### config.mk
export PLATFORM = sky130hd
export DESIGN_NAME = sdma_core
export DESIGN_NICKNAME = d
export VERILOG_FILES = /design/src/sdma_pkg.sv /design/src/sdma_counter.sv /design/src/sdma_core.sv
export SDC_FILE = /design/constraint.sdc
export NUM_CORES = 1
export LEC_CHECK = 0
export ABC_AREA = 1
export BUFFER_PORTS_ARGS = -buffer_cell sky130_fd_sc_hd__buf_4
export CAP_MARGIN = 20
export CORE_MARGIN = 2
export CORE_UTILIZATION = 55
export DETAILED_ROUTE_END_ITERATION = 10
export PLACE_DENSITY = 0.95
export SLEW_MARGIN = 0
export SYNTH_ARGS = -nofsm -noshare
export SYNTH_HDL_FRONTEND = slang
export SYNTH_HIERARCHICAL = 1
export SYNTH_SLANG_ARGS = --single-unit
export TNS_END_PERCENT = 20
### constraint.sdc
create_clock -name core_clk -period 3.7 [get_ports core_clk]
set_input_delay 0 -clock core_clk [delete_from_list [all_inputs] [get_ports core_clk]]
set_output_delay 0 -clock core_clk [all_outputs]
set_load 0.02 [all_outputs]
### src/sdma_pkg.sv
// Notes on behaviour
// RQ1: Source code 0000 off, 1 uart0, 2 uart1, 5 twi, 7 spi, 9 adc, f expanded_ram.
// RQ2: Dest code 0000 off, 1 uart0, 2 uart1, 5 twi, 7 spi, d crc, f expanded_ram.
// RQ3: Peripheral register address is derived from the selected path code.
// RQ4: Only M2P, P2M, P2P; never EXPANDED_RAM to EXPANDED_RAM, never scratch-pad or flash.
// RQ5: Software leaves a selected peripheral's data register alone.
// RQ6: Block mode, or loop mode when enabled; one trigger runs until the count overflows.
// RQ7: Each transaction moves exactly one byte; 1 to 65536 per block.
// RQ8: Count is a 16-bit up-counter; ffff gives one transaction.
// RQ9: Count wrap ends transfer: clear go, set flag, reload count from base.
// RQ10: EXPANDED_RAM address comes from a 16-bit up-counter bumped per transaction.
// RQ11: End of transfer reloads the address counter from its base.
// RQ12: With the channel off both counters act as plain 16-bit timers.
// RQ13: Software sets go; selected external trigger also sets go.
// RQ14: Software configures, enables, waits for the flag, then disables.
// RQ15: Transfers run without CPU help; optional interrupt at end.
// RQ16: Clearing go suspends after the current byte; setting it resumes.
// RQ17: Loop mode reloads count and address and keeps serving requests.
// RQ18: With CRC copy on and dest not CRC, each byte also goes to CRC.
// RQ19: Interrupt only when flag, local enable and global enable all set.
// RQ20: Reserved or disabled path codes cause no data movement.
// RQ21: Address counter advances only on transactions that touch EXPANDED_RAM.
package sdma_pkg;

    typedef logic [15:0] sdma_word_t;

    // Path select codes
    localparam logic [3:0] SEL_OFF   = 4'h0;
    localparam logic [3:0] SEL_UART0 = 4'h1;
    localparam logic [3:0] SEL_UART1 = 4'h2;
    localparam logic [3:0] SEL_TWI   = 4'h5;
    localparam logic [3:0] SEL_SPI   = 4'h7;
    localparam logic [3:0] SEL_ADC   = 4'h9;
    localparam logic [3:0] SEL_CRC   = 4'hd;
    localparam logic [3:0] SEL_EXPANDED_RAM  = 4'hf;

    // Peripheral data register addresses, values arbitrary
    localparam logic [7:0] SFR_UART0 = 8'ha0;
    localparam logic [7:0] SFR_UART1 = 8'ha1;
    localparam logic [7:0] SFR_TWI   = 8'ha2;
    localparam logic [7:0] SFR_SPI   = 8'ha3;
    localparam logic [7:0] SFR_ADC   = 8'ha4;
    localparam logic [7:0] SFR_CRC   = 8'ha5;

    // Trigger select codes: software only or an external input
    localparam logic [1:0] TRIG_SW   = 2'h0;
    localparam logic [1:0] TRIG_INT2 = 2'h1;
    localparam logic [1:0] TRIG_KBI  = 2'h3;

    // Reset values and the last count before wrap
    localparam sdma_word_t WORD_RESET = 16'h0000;
    localparam logic [7:0] BYTE_RESET = 8'h00;
    localparam sdma_word_t WORD_LAST  = 16'hffff;

    typedef enum logic [1:0] {
        ST_IDLE  = 2'b00,
        ST_READ  = 2'b01,
        ST_WRITE = 2'b11
    } sdma_state_e;

    typedef struct packed {
        logic [3:0] src;
        logic [3:0] dst;
    } sdma_path_s;

    typedef struct packed {
        logic       rd;
        logic       wr;
        logic       expanded_ram;
        sdma_word_t addr;
        logic [7:0] data;
    } sdma_acc_s;

    typedef struct packed {
        logic       wr;
        logic [7:0] data;
    } sdma_crc_s;

    typedef struct packed {
        sdma_word_t val;
    } sdma_cnt_s;

    typedef struct packed {
        sdma_state_e st;
        logic        go;
        logic        flag;
        logic        int2Prev;
        logic        kbiPrev;
        sdma_acc_s   acc;
        sdma_crc_s   crc;
    } sdma_core_s;

endpackage : sdma_pkg

### src/sdma_counter.sv
`timescale 1ns/1ps
module sdma_counter (
    input  wire logic               core_clk,
    input  wire logic               rstn,
    input  wire logic               load,
    input  sdma_pkg::sdma_word_t    loadVal,
    input  sdma_pkg::sdma_word_t    base,
    input  wire logic               rld,
    input  wire logic               inc,
    output sdma_pkg::sdma_word_t    value,
    output logic                    wrap
);

    sdma_pkg::sdma_cnt_s q;
    sdma_pkg::sdma_cnt_s d;

    // Wrap is a pulse on the increment that leaves ffff
    assign wrap  = inc && (q.val == sdma_pkg::WORD_LAST);
    assign value = q.val;

    // Software load beats reload; reload beats the plain step
    always_comb begin
        d = q;
        if (load) begin
            d.val = loadVal;
        end else if (rld) begin
            d.val = base;
        end else if (inc) begin
            d.val = q.val + 16'h0001;
        end
    end

    always_ff @(posedge core_clk or negedge rstn) begin
        if (!rstn) begin
            q.val <= sdma_pkg::WORD_RESET;
        end else begin
            q <= d;
        end
    end

endmodule : sdma_counter

### src/sdma_core.sv
`timescale 1ns/1ps
module sdma_core (
    input  wire logic               core_clk,
    input  wire logic               rstn,
    input  wire logic               channelOn,
    input  wire logic               goSet,
    input  wire logic               goClr,
    input  wire logic               flagClr,
    input  sdma_pkg::sdma_path_s    pathSel,
    input  wire logic               loopMode,
    input  wire logic               crcCopyEn,
    input  wire logic [1:0]         trigSel,
    input  wire logic               extInt2,
    input  wire logic               extKbi,
    input  wire logic               completionIrqEn,
    input  wire logic               globalXferIrqEn,
    input  wire logic               xferReq,
    input  wire logic [7:0]         rdData,
    input  wire logic               cntLoad,
    input  sdma_pkg::sdma_word_t    cntLoadVal,
    input  sdma_pkg::sdma_word_t    baseCount,
    input  wire logic               addrLoad,
    input  sdma_pkg::sdma_word_t    addrLoadVal,
    input  sdma_pkg::sdma_word_t    baseAddr,
    input  wire logic               cntTick,
    input  wire logic               addrTick,
    output sdma_pkg::sdma_acc_s     acc,
    output sdma_pkg::sdma_crc_s     crc,
    output logic                    goBit,
    output logic                    completionFlag,
    output logic                    irq,
    output logic                    busy,
    output sdma_pkg::sdma_word_t    countVal,
    output sdma_pkg::sdma_word_t    addrVal,
    output logic                    cntOvf,
    output logic                    addrOvf
);

    ////////////////////////////////////////////////////////////////////////
    // Path decode

    // Source codes outside the table move nothing
    function automatic logic srcValid(input logic [3:0] c);
        srcValid = (c == sdma_pkg::SEL_UART0) || // RQ1
                   (c == sdma_pkg::SEL_UART1) ||
                   (c == sdma_pkg::SEL_TWI)   ||
                   (c == sdma_pkg::SEL_SPI)   ||
                   (c == sdma_pkg::SEL_ADC)   ||
                   (c == sdma_pkg::SEL_EXPANDED_RAM);
    endfunction : srcValid

    // Destination codes outside the table move nothing
    function automatic logic dstValid(input logic [3:0] c);
        dstValid = (c == sdma_pkg::SEL_UART0) || // RQ2
                   (c == sdma_pkg::SEL_UART1) ||
                   (c == sdma_pkg::SEL_TWI)   ||
                   (c == sdma_pkg::SEL_SPI)   ||
                   (c == sdma_pkg::SEL_CRC)   ||
                   (c == sdma_pkg::SEL_EXPANDED_RAM);
    endfunction : dstValid

    // Data register address of a peripheral; page zero of SFR space
    function automatic logic [7:0] sfrAddr(input logic [3:0] c);
        sfrAddr = 8'h00;
        if (c == sdma_pkg::SEL_UART0) begin // RQ3
            sfrAddr = sdma_pkg::SFR_UART0;
        end else if (c == sdma_pkg::SEL_UART1) begin
            sfrAddr = sdma_pkg::SFR_UART1;
        end else if (c == sdma_pkg::SEL_TWI) begin
            sfrAddr = sdma_pkg::SFR_TWI;
        end else if (c == sdma_pkg::SEL_SPI) begin
            sfrAddr = sdma_pkg::SFR_SPI;
        end else if (c == sdma_pkg::SEL_ADC) begin
            sfrAddr = sdma_pkg::SFR_ADC;
        end else if (c == sdma_pkg::SEL_CRC) begin
            sfrAddr = sdma_pkg::SFR_CRC;
        end
    endfunction : sfrAddr

    sdma_pkg::sdma_core_s q;
    sdma_pkg::sdma_core_s d;

    logic srcX;
    logic dstX;
    logic pathOk;
    logic startOk;
    logic xferDone;
    logic extEdge;
    logic endEvt;
    logic cntInc;
    logic cntWrap;
    logic addrInc;
    logic addrRld;
    logic addrWrap;

    // EXPANDED_RAM to EXPANDED_RAM is refused like a reserved code
    assign srcX   = (pathSel.src == sdma_pkg::SEL_EXPANDED_RAM);
    assign dstX   = (pathSel.dst == sdma_pkg::SEL_EXPANDED_RAM);
    assign pathOk = srcValid(pathSel.src) && dstValid(pathSel.dst)
                    && !(srcX && dstX); // RQ4 RQ20

    ////////////////////////////////////////////////////////////////////////
    // Counters and trigger

    // One byte per pass; a cleared go is only seen back in idle
    assign startOk  = channelOn && q.go && pathOk && xferReq; // RQ16
    assign xferDone = (q.st == sdma_pkg::ST_WRITE); // RQ7

    // Rising edge only, so a held trigger starts one block
    assign extEdge = channelOn && (
        ((trigSel == sdma_pkg::TRIG_INT2) && extInt2 && !q.int2Prev) ||
        ((trigSel == sdma_pkg::TRIG_KBI) && extKbi && !q.kbiPrev));

    // Channel off turns both counters into free timers
    assign cntInc  = channelOn ? xferDone : cntTick; // RQ8 RQ12
    assign endEvt  = channelOn && cntWrap; // RQ9
    assign addrInc = channelOn ? (xferDone && (srcX || dstX))
                               : addrTick; // RQ10 RQ21
    assign addrRld = channelOn ? endEvt : addrWrap; // RQ11 RQ17

    sdma_counter uCount (
        .core_clk (core_clk),
        .rstn     (rstn),
        .load     (cntLoad),
        .loadVal  (cntLoadVal),
        .base     (baseCount),
        .rld      (cntWrap),
        .inc      (cntInc),
        .value    (countVal),
        .wrap     (cntWrap)
    );

    sdma_counter uAddr (
        .core_clk (core_clk),
        .rstn     (rstn),
        .load     (addrLoad),
        .loadVal  (addrLoadVal),
        .base     (baseAddr),
        .rld      (addrRld),
        .inc      (addrInc),
        .value    (addrVal),
        .wrap     (addrWrap)
    );

    ////////////////////////////////////////////////////////////////////////
    // Transfer engine

    // Next state; every set wins over a clear in the same cycle
    always_comb begin
        d          = q;
        d.acc.rd   = 1'b0;
        d.acc.wr   = 1'b0;
        d.crc.wr   = 1'b0;
        d.int2Prev = extInt2;
        d.kbiPrev  = extKbi;
        if (goClr) begin
            d.go = 1'b0;
        end
        if (endEvt && !loopMode) begin
            d.go = 1'b0; // RQ9 RQ6
        end
        if (goSet || extEdge) begin
            d.go = 1'b1; // RQ13
        end
        if (flagClr) begin
            d.flag = 1'b0;
        end
        if (endEvt) begin
            d.flag = 1'b1; // RQ9
        end
        case (q.st)
            sdma_pkg::ST_IDLE: begin
                if (startOk) begin
                    d.st       = sdma_pkg::ST_READ;
                    d.acc.rd   = 1'b1;
                    d.acc.expanded_ram = srcX;
                    d.acc.addr = srcX ? addrVal
                                      : {8'h00, sfrAddr(pathSel.src)};
                end
            end
            sdma_pkg::ST_READ: begin
                d.st       = sdma_pkg::ST_WRITE;
                d.acc.wr   = 1'b1;
                d.acc.expanded_ram = dstX;
                d.acc.addr = dstX ? addrVal
                                  : {8'h00, sfrAddr(pathSel.dst)};
                d.acc.data = rdData;
                d.crc.wr   = crcCopyEn
                             && (pathSel.dst != sdma_pkg::SEL_CRC); // RQ18
                d.crc.data = rdData;
            end
            sdma_pkg::ST_WRITE: begin
                d.st = sdma_pkg::ST_IDLE;
            end
            default: begin
                d.st = sdma_pkg::ST_IDLE;
            end
        endcase
    end

    // State register
    always_ff @(posedge core_clk or negedge rstn) begin
        if (!rstn) begin
            q.st       <= sdma_pkg::ST_IDLE;
            q.go       <= 1'b0;
            q.flag     <= 1'b0;
            q.int2Prev <= 1'b0;
            q.kbiPrev  <= 1'b0;
            q.acc.rd   <= 1'b0;
            q.acc.wr   <= 1'b0;
            q.acc.expanded_ram <= 1'b0;
            q.acc.addr <= sdma_pkg::WORD_RESET;
            q.acc.data <= sdma_pkg::BYTE_RESET;
            q.crc.wr   <= 1'b0;
            q.crc.data <= sdma_pkg::BYTE_RESET;
        end else begin
            q <= d;
        end
    end

    // Outputs; interrupt stays valid while the CPU idles
    assign acc            = q.acc;
    assign crc            = q.crc;
    assign goBit          = q.go;
    assign completionFlag = q.flag;
    assign irq     = q.flag && completionIrqEn && globalXferIrqEn; // RQ19 RQ15
    assign busy    = (q.st != sdma_pkg::ST_IDLE);
    assign cntOvf  = !channelOn && cntWrap;
    assign addrOvf = !channelOn && addrWrap;
endmodule : sdma_core

Word-level counts from Yosys, hierarchy flattened
Index checks and enable logic that the tools add are counted.

storage, ports and cells
  bits in registers = 66
  input port bits = 99
  output and inout port bits = 74

operators by class
  $add $sub $neg = 2
  eq/ne operators = 22
  muxes and demuxes = 36
  reductions and logical operators = 47

operators by type and width
  cell                   number
  $mux 16                8
  $mux 8                 12
  $pmux 17 s2            1
  $add 16x1->16 const B  2
  $eq 16x16->1 const B   2
  $eq 4x4->1 const B     6
  $logic_and 1x1->1      21
  $mux 17                1
  $eq 4x3->1 const B     4
  $logic_or 1x1->1       13
  $mux 1                 11
  $mux 9                 1
  $reduce_bool 3->1      3
  $eq 4x1->1 const B     2
  $eq 4x2->1 const B     2
  $reduce_bool 2->1      3
  $logic_not 1->1        5
  $eq 2x1->1 const B     2
  $eq 2x2->1 const B     2
  $ne 4x4->1 const B     1
  $pmux 2 s2             1
  $logic_not 2->1        1
  $mux 2                 1
  $ne 2x2->1 const B     1
  $reduce_and 2->1       1

Depth between registers and ports, before layout
Gate-level depths: netlist of the first run.

  word-level depth = 12
  mapped depth = 16
  gate-level depth less buffers = 13

Cells and area by module
The synthesis of the first run kept the hierarchy.

by module, submodules not included
  module        instances  cells an instance  area an instance (um2)  sequential area each (um2)
  sdma_counter  2          213                1322.5                  400.4
  sdma_core     1          305                2169.6                  850.8

Least setup slack after synthesis of the first run
No wires, ideal clock.

  kind = register -> register
  from = register uCount.q, in the netlist uCount/value[1]
  to = register uAddr.q, in the netlist uAddr/value[3]
  setup time = 0.136 ns
  arrival = 2.292 ns
  data required time = 3.564 ns
  slack = 1.273 ns
  cell stages (with the launch flop) = 13
  path buffers = 2
  clock period less this slack = 2.427 ns
  path through = dfrtp_1 > ha_1 > nand3_1 > nor2_4 > nand2_1 > nor3_1 > nand2_1 > o21ai_0 > buf_6 > inv_1 > buf_2 > o2111ai_1 > o211ai_1

on the way
  word-level cells in the longest chain between the ends = 6
  elaborated cells on any way between the ends = 7
  those cells by class = eq/ne: 1; mux: 3; reduce/logical: 3

RTL lines
  what                   RTL line            RTL
  from (decl)            sdma_counter.sv:14  sdma_pkg::sdma_cnt_s q;
  $eq 16x16->1 (*)       sdma_counter.sv:18  assign wrap = inc && (q.val == sdma_pkg::WORD_LAST);
  $logic_and 1x1->1 (*)  sdma_counter.sv:18
  via cntWrap            sdma_core.sv:91     logic cntWrap;
  $logic_and 1x1->1 (*)  sdma_core.sv:116    assign endEvt = channelOn && cntWrap;
  $mux 1 (*)             sdma_core.sv:119    assign addrRld = channelOn ? endEvt : addrWrap;
  via addrRld            sdma_core.sv:93     logic addrRld;
  $mux 16                sdma_counter.sv:26  end else if (rld) begin
  $mux 16                sdma_counter.sv:24  if (load) begin
  to (decl)              sdma_counter.sv:14

The timed path passes the listed nets; every way through them passes the cells marked *.
A chain may end at the register's enable or synchronous reset.

Worst setup path in the final report of the first run
  from = register uAddr.q, in the netlist uAddr/value[1]
  to = register uAddr.q, in the netlist uAddr/value[3]

on the way
  word-level cells in the longest chain between the ends = 5
  elaborated cells on any way between the ends = 8
  those cells by class = add/sub: 1; eq/ne: 1; mux: 4; reduce/logical: 2

RTL lines
  what                   RTL line            RTL
  $eq 16x16->1 (*)       sdma_counter.sv:18
  $logic_and 1x1->1 (*)  sdma_counter.sv:18
  via addrWrap           sdma_core.sv:94     logic addrWrap;
  $mux 1 (*)             sdma_core.sv:119
  via addrRld            sdma_core.sv:93
  $mux 16                sdma_counter.sv:26
  $mux 16                sdma_counter.sv:24

The timed path passes the listed nets; every way through them passes the cells marked *. The select of a mux whose other input is x is not followed.

==> results.sh, run 1 <==
export IMPL_yosys_cell_types_count=34
export IMPL_r2r_setup_slack_ns=0.39
export IMPL_initial_core_util_pct=56.0
export IMPL_critPathLaunchType="register"
export IMPL_p_sw_mw=1.33
export IMPL_tightest_slew_ns=0.865
export IMPL_yosys_cell_count_top_type="nand2_1"
export IMPL_final_cells=1029
export IMPL_timing_fmax_ghz=0.302
export IMPL_hpwl_um=10400
export IMPL_syn_avg_cell_area_um2=6.59
export IMPL_path_max_fanout=16
export IMPL_drc_errors=0
export IMPL_clk_pin_slew_ns=0.07
export IMPL_htreeDepth=3
export IMPL_tns_ns=0
export IMPL_numCtsBuffers=9
export IMPL_syn_inst=731
export IMPL_routed_wl_um=16700
export IMPL_cts_tree="yes"
export IMPL_synth_ff_type="dfrtp_1"
export IMPL_setup_viol=0
export IMPL_vias=5819
export IMPL_finalHoldViolCount=0
export IMPL_p_per_area_mw_per_mm2=480
export IMPL_first_iter_violations=471
export IMPL_synthesis_area_mm2=0.00481
export IMPL_power_frac_seq_pct=33.0
export IMPL_status="finished, final reports clean"
export IMPL_sw_frac_of_total_pct=41.2
export IMPL_final_max_slew_viol_count=0
export IMPL_num_rows=34
export IMPL_io_buffers=172
export IMPL_nets=1017
export IMPL_first_global_vias=5650
export IMPL_synth_area_top_cells="dfrtp_1 34%, nand2_1 19%, nand3_1 8.8%, nor2_1 6.6%, buf_4 6.2%"
export IMPL_io_pins=173
export IMPL_required_ns=3.92
export IMPL_firstDrtPassIters=7
export IMPL_arrival_ns=3.53
export IMPL_die_width_um=97.6
export IMPL_hold_slack_ns=0.0234
export IMPL_fin_ws_ns=0.389
export IMPL_vias_per_cell=5.66
export IMPL_syn_nets=832
export IMPL_p_clk_share_pct=22.0
export IMPL_nFillCells=575
export IMPL_cp_end_kind="register"
export IMPL_combinationalPowerShare_pct=45.0
export IMPL_ys_seq_area_share_pct=34.3
export IMPL_netlist_area_leader_share_pct=34.3
export IMPL_gp_congestion=0.983
export IMPL_rsz0062_at_grt="no"
export IMPL_power_internal_mw=1.89
export IMPL_diodes=0
export IMPL_min_period_over_period_pct=89.5
export IMPL_clock_path_buffers=2
export IMPL_dp_cells=954
export IMPL_yosys_warnings=6
export IMPL_grt_max_degree=67
export IMPL_die_y_um=97.6
export IMPL_drv_cap=0
export IMPL_synth_edf_count=0
export IMPL_peakVddDrop_mv=0.272
export IMPL_die_area_mm2=0.00952
export IMPL_grt_usage_pct=35.1
export IMPL_post_place_ws_ns=0.816
export IMPL_routedWlPerCell_um=16.2
export IMPL_core_area_mm2=0.00859
export IMPL_grt_pass1_wl_um=27200
export IMPL_fin_util_pct=78.0
export IMPL_crit_type="reg -> reg"
export IMPL_leakage_nw=3.59
export IMPL_cts_setup_buffers=0
export IMPL_root_buffer="clkbuf_8"
export IMPL_layout_area_overhead_vs_synth_pct=39.2
export IMPL_antenna_left=0
export IMPL_min_period_ns=3.31
export IMPL_synth_top_area_cell="dfrtp_1"
export IMPL_synthArstFlopShare_pct=100
export IMPL_clk_latency_ns=0.35
export IMPL_drive_gt1_share_pct=23.6
export IMPL_cts_sinks=66
export IMPL_min_path_type="in -> reg"
export IMPL_ys_ff_latch=66
export IMPL_synthTopCellsByCount="240 x nand2_1, 85 x nand3_1, 85 x nor2_1, 66 x dfrtp_1, 63 x inv_1"
export IMPL_relSlewSlack_pct=42.3
export IMPL_overflow=0
export IMPL_finalClockSkew_ns=0.0111
export IMPL_antenna_found_initial=0
-- flip-flops by register name (all words and copies together) (netlist names) --
register and count:
q 4, completionFlag 1, crc 9, uCount/value 16
uAddr/value 16, acc 19, goBit 1
-- placed cells by master (no fill, tap or decap), types with 3 or more instances in the layout --
cell type,synthesis,layout
o21bai_1,6,6
clkbuf_8,0,11
inv_1,63,63
nand3_1,85,85
a21oi_1,26,26
buf_4,40,178
xnor2_1,4,4
nor2_4,4,4
nand2_2,3,3
o22ai_1,4,4
inv_2,3,3
o21ai_2,4,5
o211ai_1,6,6
nor2_1,85,84
dlygate4sd3_1,0,59
dfrtp_1,66,66
nand4_1,12,12
nand2_1,240,240
o21ai_0,33,32
-- power by group through the flow --
stage / clock (mW) / combinational (mW) / sequential [mW]
3_3_place_gp: 0 / 1.29 / 1.06
3_5_place_dp: 0 / 1.34 / 1.07
6_report: 0.708 / 1.45 / 1.06
4_1_cts: 0.711 / 1.42 / 1.05
5_1_grt: 0.742 / 1.57 / 1.09
2_1_floorplan: 0 / 0.927 / 1.08
-- layer usage --
| layer | track usage [%] | vias to the layer above | wire length (um) |
|---|---|---|---|
| met3 | 8.06 | 76 | 1830 |
| met4 | 16.0 | 0 | 647 |
| met5 | 0 | - | 0 |
| li1 | - | 2685 | - |
| met2 | 59.1 | 453 | 8050 |
| met1 | 42.9 | 2605 | 6130 |
-- final cells by class --
class                           instances  area, um^2  area share [%]
Multi-Input combinational cell        535        2480            37.1
Timing Repair Buffer                  238        1950            29.2
Sequential cell                        66        1650            24.6
Inverter                               66         248            3.70
Clock buffer                           12         155            2.31
Tap cell                              108         135            2.02
Clock inverter                          4        73.8            1.10
-- through the flow --
stage,power (mW),area (um^2)
3_5_place_dp,2.41,5880
4_1_cts,3.18,6700
2_1_floorplan,2.01,4810
5_1_grt,3.40,6700
6_report,3.22,6700
3_3_place_gp,2.35,5850
-- what timing repair did --
item / in CTS / in global routing
setup endpoints to repair: 0 / 6
endpoints found under the hold margin: 107 / 0
hold buffers: 59 / 0
gates resized for setup: 0 / 1
-- critical path: stages, from the launching register on --
cell and delay (ns):
dfrtp_1 0.47, ha_1 0.25, nand3_1 0.18, nor2_4 0.20
nand2_1 0.11, nor3_1 0.17, inv_1 0.10, o21ai_2 0.35
inv_1 0.35, o2111ai_1 0.30, o211ai_1 0.12, dlygate4sd3_1 0.58
-- path summary, 6_finish.rpt --
path,start,to,cells after the start
max,uAddr/value[1]$_DFFE_PN0P_,uAddr/value[3]$_DFFE_PN0P_,11
min,baseAddr[13],uAddr/value[13]$_DFFE_PN0P_,5
min reg2reg,crc[7]$_DFFE_PN0P_,crc[7]$_DFFE_PN0P_,2
max in group asynchronous,rstn,acc[9]$_DFFE_PN0P_,2
max reg2reg,uAddr/value[1]$_DFFE_PN0P_,uAddr/value[3]$_DFFE_PN0P_,11
min in group asynchronous,rstn,q[36]$_DFF_PN0_,2
-- kinds of logic after synthesis --
logic type / share of synthesized area (%)
and+or+nand+nor: 39.1
buffers and inverters: 14.3
AOI/OAI and AO/OA: 10.7
DFF: 34.3
xor gates and xnor gates: 1.09
adders and majority gates: 0.520
Note: power is estimated with default switching activity, not from simulation.
==> inputs of run 2 (changes only) <==
--- a/config.mk
+++ b/config.mk
@@ -12,7 +12,7 @@
 export CORE_UTILIZATION = 55
 export DETAILED_ROUTE_END_ITERATION = 10
 export PLACE_DENSITY = 0.95
-export SLEW_MARGIN = 0
+export SLEW_MARGIN = 40
 export SYNTH_ARGS = -nofsm -noshare
 export SYNTH_HDL_FRONTEND = slang
 export SYNTH_HIERARCHICAL = 1
==> constraint.sdc (replaced) <==
create_clock -name core_clk -period 4.27 [get_ports core_clk]
set_input_delay 0 -clock core_clk [delete_from_list [all_inputs] [get_ports core_clk]]
set_output_delay 0 -clock core_clk [all_outputs]
set_load 0.02 [all_outputs]
==> results.sh, run 2 (synthesized netlist as in run 1, its figures left out) <==
export IMPL_hold_slack_ns=0.0115
export IMPL_first_global_vias=5408
export IMPL_tns_ns=0
export IMPL_setup_viol=0
export IMPL_grt_max_degree=67
export IMPL_power_frac_seq_pct=34.4
export IMPL_placed_cell_area_mm2=0.00584
export IMPL_vias_per_cell=5.65
export IMPL_initial_core_util_pct=56.0
export IMPL_min_period_ns=3.62
export IMPL_arrival_ns=3.84
export IMPL_cts_tree="yes"
export IMPL_dp_cells=951
export IMPL_required_ns=4.50
export IMPL_clk_pin_slew_ns=0.07
export IMPL_p_clk_share_pct=20.4
export IMPL_r2r_cells=11
export IMPL_nets=1012
export IMPL_critPathLaunchType="register"
export IMPL_cts_setup_buffers=0
export IMPL_nFillCells=617
export IMPL_cp_end_kind="register"
export IMPL_cts_resized=0
export IMPL_final_common_cell="nand2_1"
export IMPL_core_area_mm2=0.00859
export IMPL_path_max_fanout=16
export IMPL_p_sw_mw=1.11
export IMPL_cts_sinks=66
export IMPL_peakVddDrop_mv=0.257
export IMPL_worst_path_largest_cell_delay_ns=0.58
export IMPL_numCtsBuffers=9
export IMPL_min_period_over_period_pct=84.7
export IMPL_tightest_slew_ns=0.761
export IMPL_layout_common_cells="240 x nand2_1, 175 x buf_4, 85 x nand3_1"
export IMPL_routedWlPerCell_um=15.5
export IMPL_final_seq_area_mm2=0.00165
export IMPL_p_per_area_mw_per_mm2=406
export IMPL_power_internal_mw=1.57
export IMPL_root_buffer="clkbuf_8"
export IMPL_crit_chain="ha_1 -> nand3_1 -> nor2_4 -> nand2_1 -> nor3_1 -> inv_1 -> o21ai_1 -> inv_1 -> o21bai_1 -> o221ai_1 -> dlygate4sd3_1"
export IMPL_fin_total_pwr_mw=2.68
export IMPL_layout_area_overhead_vs_synth_pct=37.4
export IMPL_die_width_um=97.6
export IMPL_first_iter_violations=629
export IMPL_combinationalPowerShare_pct=45.2
export IMPL_antenna_found_initial=0
export IMPL_finalHoldViolCount=0
export IMPL_gp_congestion=0.947
export IMPL_io_pins=173
export IMPL_crit_type="reg -> reg"
export IMPL_clock_path_buffers=2
export IMPL_drive_gt1_share_pct=23.2
export IMPL_final_area_mm2=0.00662
export IMPL_timing_fmax_ghz=0.277
export IMPL_antenna_left=0
export IMPL_final_max_slew_viol_count=0
export IMPL_final_cells=1023
export IMPL_holdBufCountCts=57
export IMPL_grt_usage_pct=33.1
export IMPL_drc_errors=0
export IMPL_min_path_type="in -> reg"
export IMPL_die_area_mm2=0.00952
export IMPL_firstDrtPassIters=5
export IMPL_whs_path_depth=5
export IMPL_finalClockSkew_ns=0.0144
export IMPL_die_y_um=97.6
export IMPL_largest_reg_flops=19
export IMPL_vias=5782
export IMPL_leakage_nw=3.54
export IMPL_grt_pass1_wl_um=25800
export IMPL_overflow=0
export IMPL_timing_critical_path_mode_cell="inv_1"
export IMPL_post_place_ws_ns=1.28
export IMPL_hpwl_um=10300
export IMPL_top_register="acc"
export IMPL_multi_input_area_mm2=0.00248
export IMPL_routed_wl_um=15800
export IMPL_status="finished, final reports clean"
export IMPL_sw_frac_of_total_pct=41.5
export IMPL_htreeDepth=3
export IMPL_clk_latency_ns=0.34
export IMPL_fin_util_pct=77.0
export IMPL_cp_slowest_cell="o21ai_1"
export IMPL_fin_ws_ns=0.655
export IMPL_diodes=0
export IMPL_drv_cap=0
export IMPL_relSlewSlack_pct=49.1
export IMPL_rsz0062_at_grt="no"
export IMPL_io_buffers=172
export IMPL_num_rows=34
run 2: final timing paths:
check / start / to / slack, ns
worst min-delay path: baseCount[12] / uCount/value[12]$_DFFE_PN0P_ / 0.01
worst max register to register: uAddr/value[1]$_DFFE_PN0P_ / uAddr/value[4]$_DFFE_PN0P_ / 0.65
worst max-delay path: uAddr/value[1]$_DFFE_PN0P_ / uAddr/value[4]$_DFFE_PN0P_ / 0.65
worst min register to register: q[41]$_DFFE_PN0P_ / q[41]$_DFFE_PN0P_ / 0.50
max in group asynchronous: rstn / uCount/value[10]$_DFFE_PN0P_ / 3.60
min in group asynchronous: rstn / q[36]$_DFF_PN0_ / 0.20
run 2: worst max-delay path: cells and delay by family, from the launching register on:
family	cells	cell delay [ns]
AOI/OAI and AO/OA	3	0.96
adders and majority gates	1	0.26
buffers and inverters	3	1.11
DFF	1	0.52
and+or+nand+nor	4	0.67
run 2: power groups by stage:
stage / clock network [mW] / registers, mW / logic (mW)
6_report: 0.548 / 0.923 / 1.21
5_1_grt: 0.578 / 0.943 / 1.31
4_1_cts: 0.551 / 0.916 / 1.20
3_5_place_dp: 0 / 0.927 / 1.14
3_3_place_gp: 0 / 0.919 / 1.12
2_1_floorplan: 0 / 0.938 / 0.804
run 2: layout make-up:
type | count | share of cell area, %
Multi-Input combinational cell | 535 | 37.5
Timing Repair Buffer | 233 | 28.7
Sequential cell | 66 | 25.0
Inverter | 66 | 3.75
Clock buffer | 13 | 2.55
Tap cell | 108 | 2.04
Clock inverter | 2 | 0.530
run 2: per-layer routing:
metal	routed length [um]	global-route usage (%)	up-vias
met1	5990	42.3	2611
met4	560	13.2	0
met3	1690	6.62	74
met5	0	0	-
met2	7600	55.0	429
li1	-	-	2668
==> inputs of run 3 (changes only) <==
--- a/config.mk
+++ b/config.mk
@@ -5,13 +5,13 @@
 export SDC_FILE = /design/constraint.sdc
 export NUM_CORES = 1
 export LEC_CHECK = 0
-export ABC_AREA = 1
+export ABC_AREA = 0
 export BUFFER_PORTS_ARGS = -buffer_cell sky130_fd_sc_hd__buf_4
 export CAP_MARGIN = 20
 export CORE_MARGIN = 2
-export CORE_UTILIZATION = 55
+export CORE_UTILIZATION = 49
 export DETAILED_ROUTE_END_ITERATION = 10
-export PLACE_DENSITY = 0.95
+export PLACE_DENSITY = 0.91
 export SLEW_MARGIN = 40
 export SYNTH_ARGS = -nofsm -noshare
 export SYNTH_HDL_FRONTEND = slang
==> constraint.sdc (replaced) <==
create_clock -name core_clk -period 3.7 [get_ports core_clk]
set_input_delay 0 -clock core_clk [delete_from_list [all_inputs] [get_ports core_clk]]
set_output_delay 0 -clock core_clk [all_outputs]
set_load 0.02 [all_outputs]
==> results.sh, run 3 <==
export IMPL_r2r_setup_slack_ns=0.30
export IMPL_yosys_cell_count_top_type="nand2_1"
export IMPL_largest_reg_flops=19
export IMPL_min_path_type="in -> reg"
export IMPL_min_period_ns=3.40
export IMPL_arrival_ns=3.62
export IMPL_hp_start="baseAddr[3]"
export IMPL_top_register="acc"
export IMPL_clock_path_buffers=2
export IMPL_whs_path_depth=3
export IMPL_post_place_ws_ns=0.915
export IMPL_synth_ff_type="dfrtp_1"
export IMPL_drc_errors=0
export IMPL_grt_pass1_wl_um=22800
export IMPL_first_iter_violations=356
export IMPL_synthTopCellsByCount="99 x nand2_1, 66 x dfrtp_1, 37 x buf_4, 26 x o21ai_0, 22 x a21oi_1"
export IMPL_grt_max_degree=67
export IMPL_cts_setup_buffers=0
export IMPL_overflow=0
export IMPL_core_area_mm2=0.00859
export IMPL_antenna_left=0
export IMPL_tightest_slew_ns=0.630
export IMPL_gp_congestion=0.912
export IMPL_syn_avg_cell_area_um2=8.55
export IMPL_cp_slowest_cell="dlygate4sd3_1"
export IMPL_final_common_cell="buf_4"
export IMPL_antenna_found_initial=0
export IMPL_vias=4733
export IMPL_firstDrtPassIters=5
export IMPL_cts_sinks=66
export IMPL_num_rows=34
export IMPL_ys_seq_area_share_pct=38.8
export IMPL_required_ns=3.92
export IMPL_min_period_over_period_pct=91.9
export IMPL_synth_area_top_cells="dfrtp_1 39%, nand2_1 8.7%, buf_4 6.5%, xnor2_1 4.3%, o21ai_2 3.1%"
export IMPL_syn_nets=599
export IMPL_path_max_fanout=10
export IMPL_critical_path_top_delay_family="simple AND/OR/NAND/NOR gates"
export IMPL_tns_ns=0
export IMPL_crit_type="reg -> reg"
export IMPL_r2r_end="uAddr/value[12]$_DFFE_PN0P_"
export IMPL_netlist_area_leader_share_pct=38.8
export IMPL_grt_usage_pct=29.4
export IMPL_die_area_mm2=0.00946
export IMPL_nFillCells=610
export IMPL_relSlewSlack_pct=58.0
export IMPL_hpwl_um=9450
export IMPL_clk_latency_ns=0.33
export IMPL_holdPathEnd="uAddr/value[3]$_DFFE_PN0P_"
export IMPL_r2r_start="uAddr/value[1]$_DFFE_PN0P_"
export IMPL_initial_core_util_pct=49.6
export IMPL_synthArstFlopShare_pct=100
export IMPL_die_width_um=97.2
export IMPL_routedWlPerCell_um=17.4
export IMPL_nets=800
export IMPL_layout_common_cells="176 x buf_4, 99 x nand2_1, 68 x dlygate4sd3_1"
export IMPL_r2r_cells=10
export IMPL_crit_chain="ha_1 -> nand4_2 -> nor4_1 -> nor2b_1 -> nand2b_1 -> clkinv_1 -> and3_1 -> a21oi_1 -> o221ai_1 -> dlygate4sd3_1"
export IMPL_p_per_area_mw_per_mm2=461
export IMPL_rsz0062_at_grt="no"
export IMPL_htreeDepth=3
export IMPL_finalHoldViolCount=0
export IMPL_synth_top_area_cell="dfrtp_1"
export IMPL_peakVddDrop_mv=0.259
export IMPL_diodes=0
export IMPL_first_global_vias=4521
export IMPL_io_buffers=172
export IMPL_cp_end_kind="register"
export IMPL_worst_path_largest_cell_delay_ns=0.58
export IMPL_syn_inst=498
export IMPL_drv_cap=0
export IMPL_drive_gt1_share_pct=31.6
export IMPL_final_seq_area_mm2=0.00165
export IMPL_routed_wl_um=14100
export IMPL_numCtsBuffers=9
export IMPL_fin_util_pct=73.0
export IMPL_leakage_nw=2.89
export IMPL_root_buffer="clkbuf_8"
export IMPL_cts_tree="yes"
export IMPL_yosys_cell_types_count=52
export IMPL_final_max_slew_viol_count=0
export IMPL_critPathLaunchType="register"
export IMPL_layout_area_overhead_vs_synth_pct=47.2
export IMPL_crit_buf_inv=2
export IMPL_clk_pin_slew_ns=0.07
export IMPL_fin_ws_ns=0.299
export IMPL_vias_per_cell=5.84
export IMPL_ys_ff_latch=66
export IMPL_io_pins=173
export IMPL_status="finished, final reports clean"
export IMPL_multi_input_area_mm2=0.00219
export IMPL_synth_edf_count=0
export IMPL_finalClockSkew_ns=0.0108
export IMPL_yosys_warnings=6
export IMPL_timing_fmax_ghz=0.294
export IMPL_die_y_um=97.2
export IMPL_setup_viol=0
export IMPL_synthesis_area_mm2=0.00426
-- run 3: area by class of cell --
class	count	share of cell area, %
inverters	19	1.14
well taps	108	2.16
repair buffers	245	32.1
clock buffers	10	2.04
clock inverters	5	1.28
multi-input cells	358	34.9
flip-flops and latches	66	26.3
-- run 3: layer usage --
| layer | share of wire (%) | global-route usage, % |
|---|---|---|
| met5 | 0 | 0 |
| met1 | 38 | 37.6 |
| met4 | 1.8 | 8.44 |
| met3 | 10 | 6.47 |
| met2 | 50 | 50.3 |
-- run 3: kinds of logic after synthesis --
logic type	Yosys count	share of synthesized area (%)
AO/OA/AOI/OAI	112	18.4
flip-flops	66	38.8
AND/OR/NAND/NOR	210	24.5
buffers and inverters	74	10.2
XOR/XNOR	23	4.73
multiplexers	11	2.79
adder cells (fa/ha/maj)	2	0.587
-- run 3: repair_timing --
item | 4_1_cts | 5_1_grt
resized for setup | 0 | 0
endpoints found under the setup margin | 0 | 0
hold buffers | 68 | 0
hold endpoints to repair | 111 | 0
-- run 3: worst max-delay path by stage --
stage / startpoint / end / slack [ns] / cells after the start
2_1_floorplan: q[41]$_DFFE_PN0P_ / uAddr/value[7]$_DFFE_PN0P_ / 0.85 / 11
3_3_place_gp: uAddr/value[0]$_DFFE_PN0P_ / uAddr/value[5]$_DFFE_PN0P_ / 1.04 / 10
3_5_place_dp: uAddr/value[0]$_DFFE_PN0P_ / uAddr/value[5]$_DFFE_PN0P_ / 0.92 / 10
4_1_cts: uAddr/value[1]$_DFFE_PN0P_ / uAddr/value[7]$_DFFE_PN0P_ / 0.42 / 10
5_1_grt: uAddr/value[1]$_DFFE_PN0P_ / uAddr/value[12]$_DFFE_PN0P_ / 0.04 / 10
6_report: uAddr/value[1]$_DFFE_PN0P_ / uAddr/value[12]$_DFFE_PN0P_ / 0.30 / 10
-- run 3: worst reg2reg max path, cell delays in order, from the launching register on --
cell           delay (ns)
dfrtp_1              0.49
ha_1                 0.28
nand4_2              0.24
nor4_1               0.26
nor2b_1              0.18
nand2b_1             0.35
clkinv_1             0.36
and3_1               0.29
a21oi_1              0.13
o221ai_1             0.13
dlygate4sd3_1        0.58
-- run 3: where the power goes --
| part | internal, mW | switching (mW) |
|---|---|---|
| Sequential | 0.868 | 0.161 |
| Clock | 0.375 | 0.277 |
| Combinational | 0.545 | 0.661 |
-- run 3: per-stage QoR --
step                cells  instance area [um^2]  hold slack [ns]  power [mW]
floorplan             498                  4260           -0.296        1.84
global placement      728                  5370            0.127        2.12
detailed placement    728                  5370            0.125        2.15
CTS                   811                  6260          0.00153        2.88
global route          811                  6270          0.00305        3.04
finish                811                  6270           0.0265        2.89
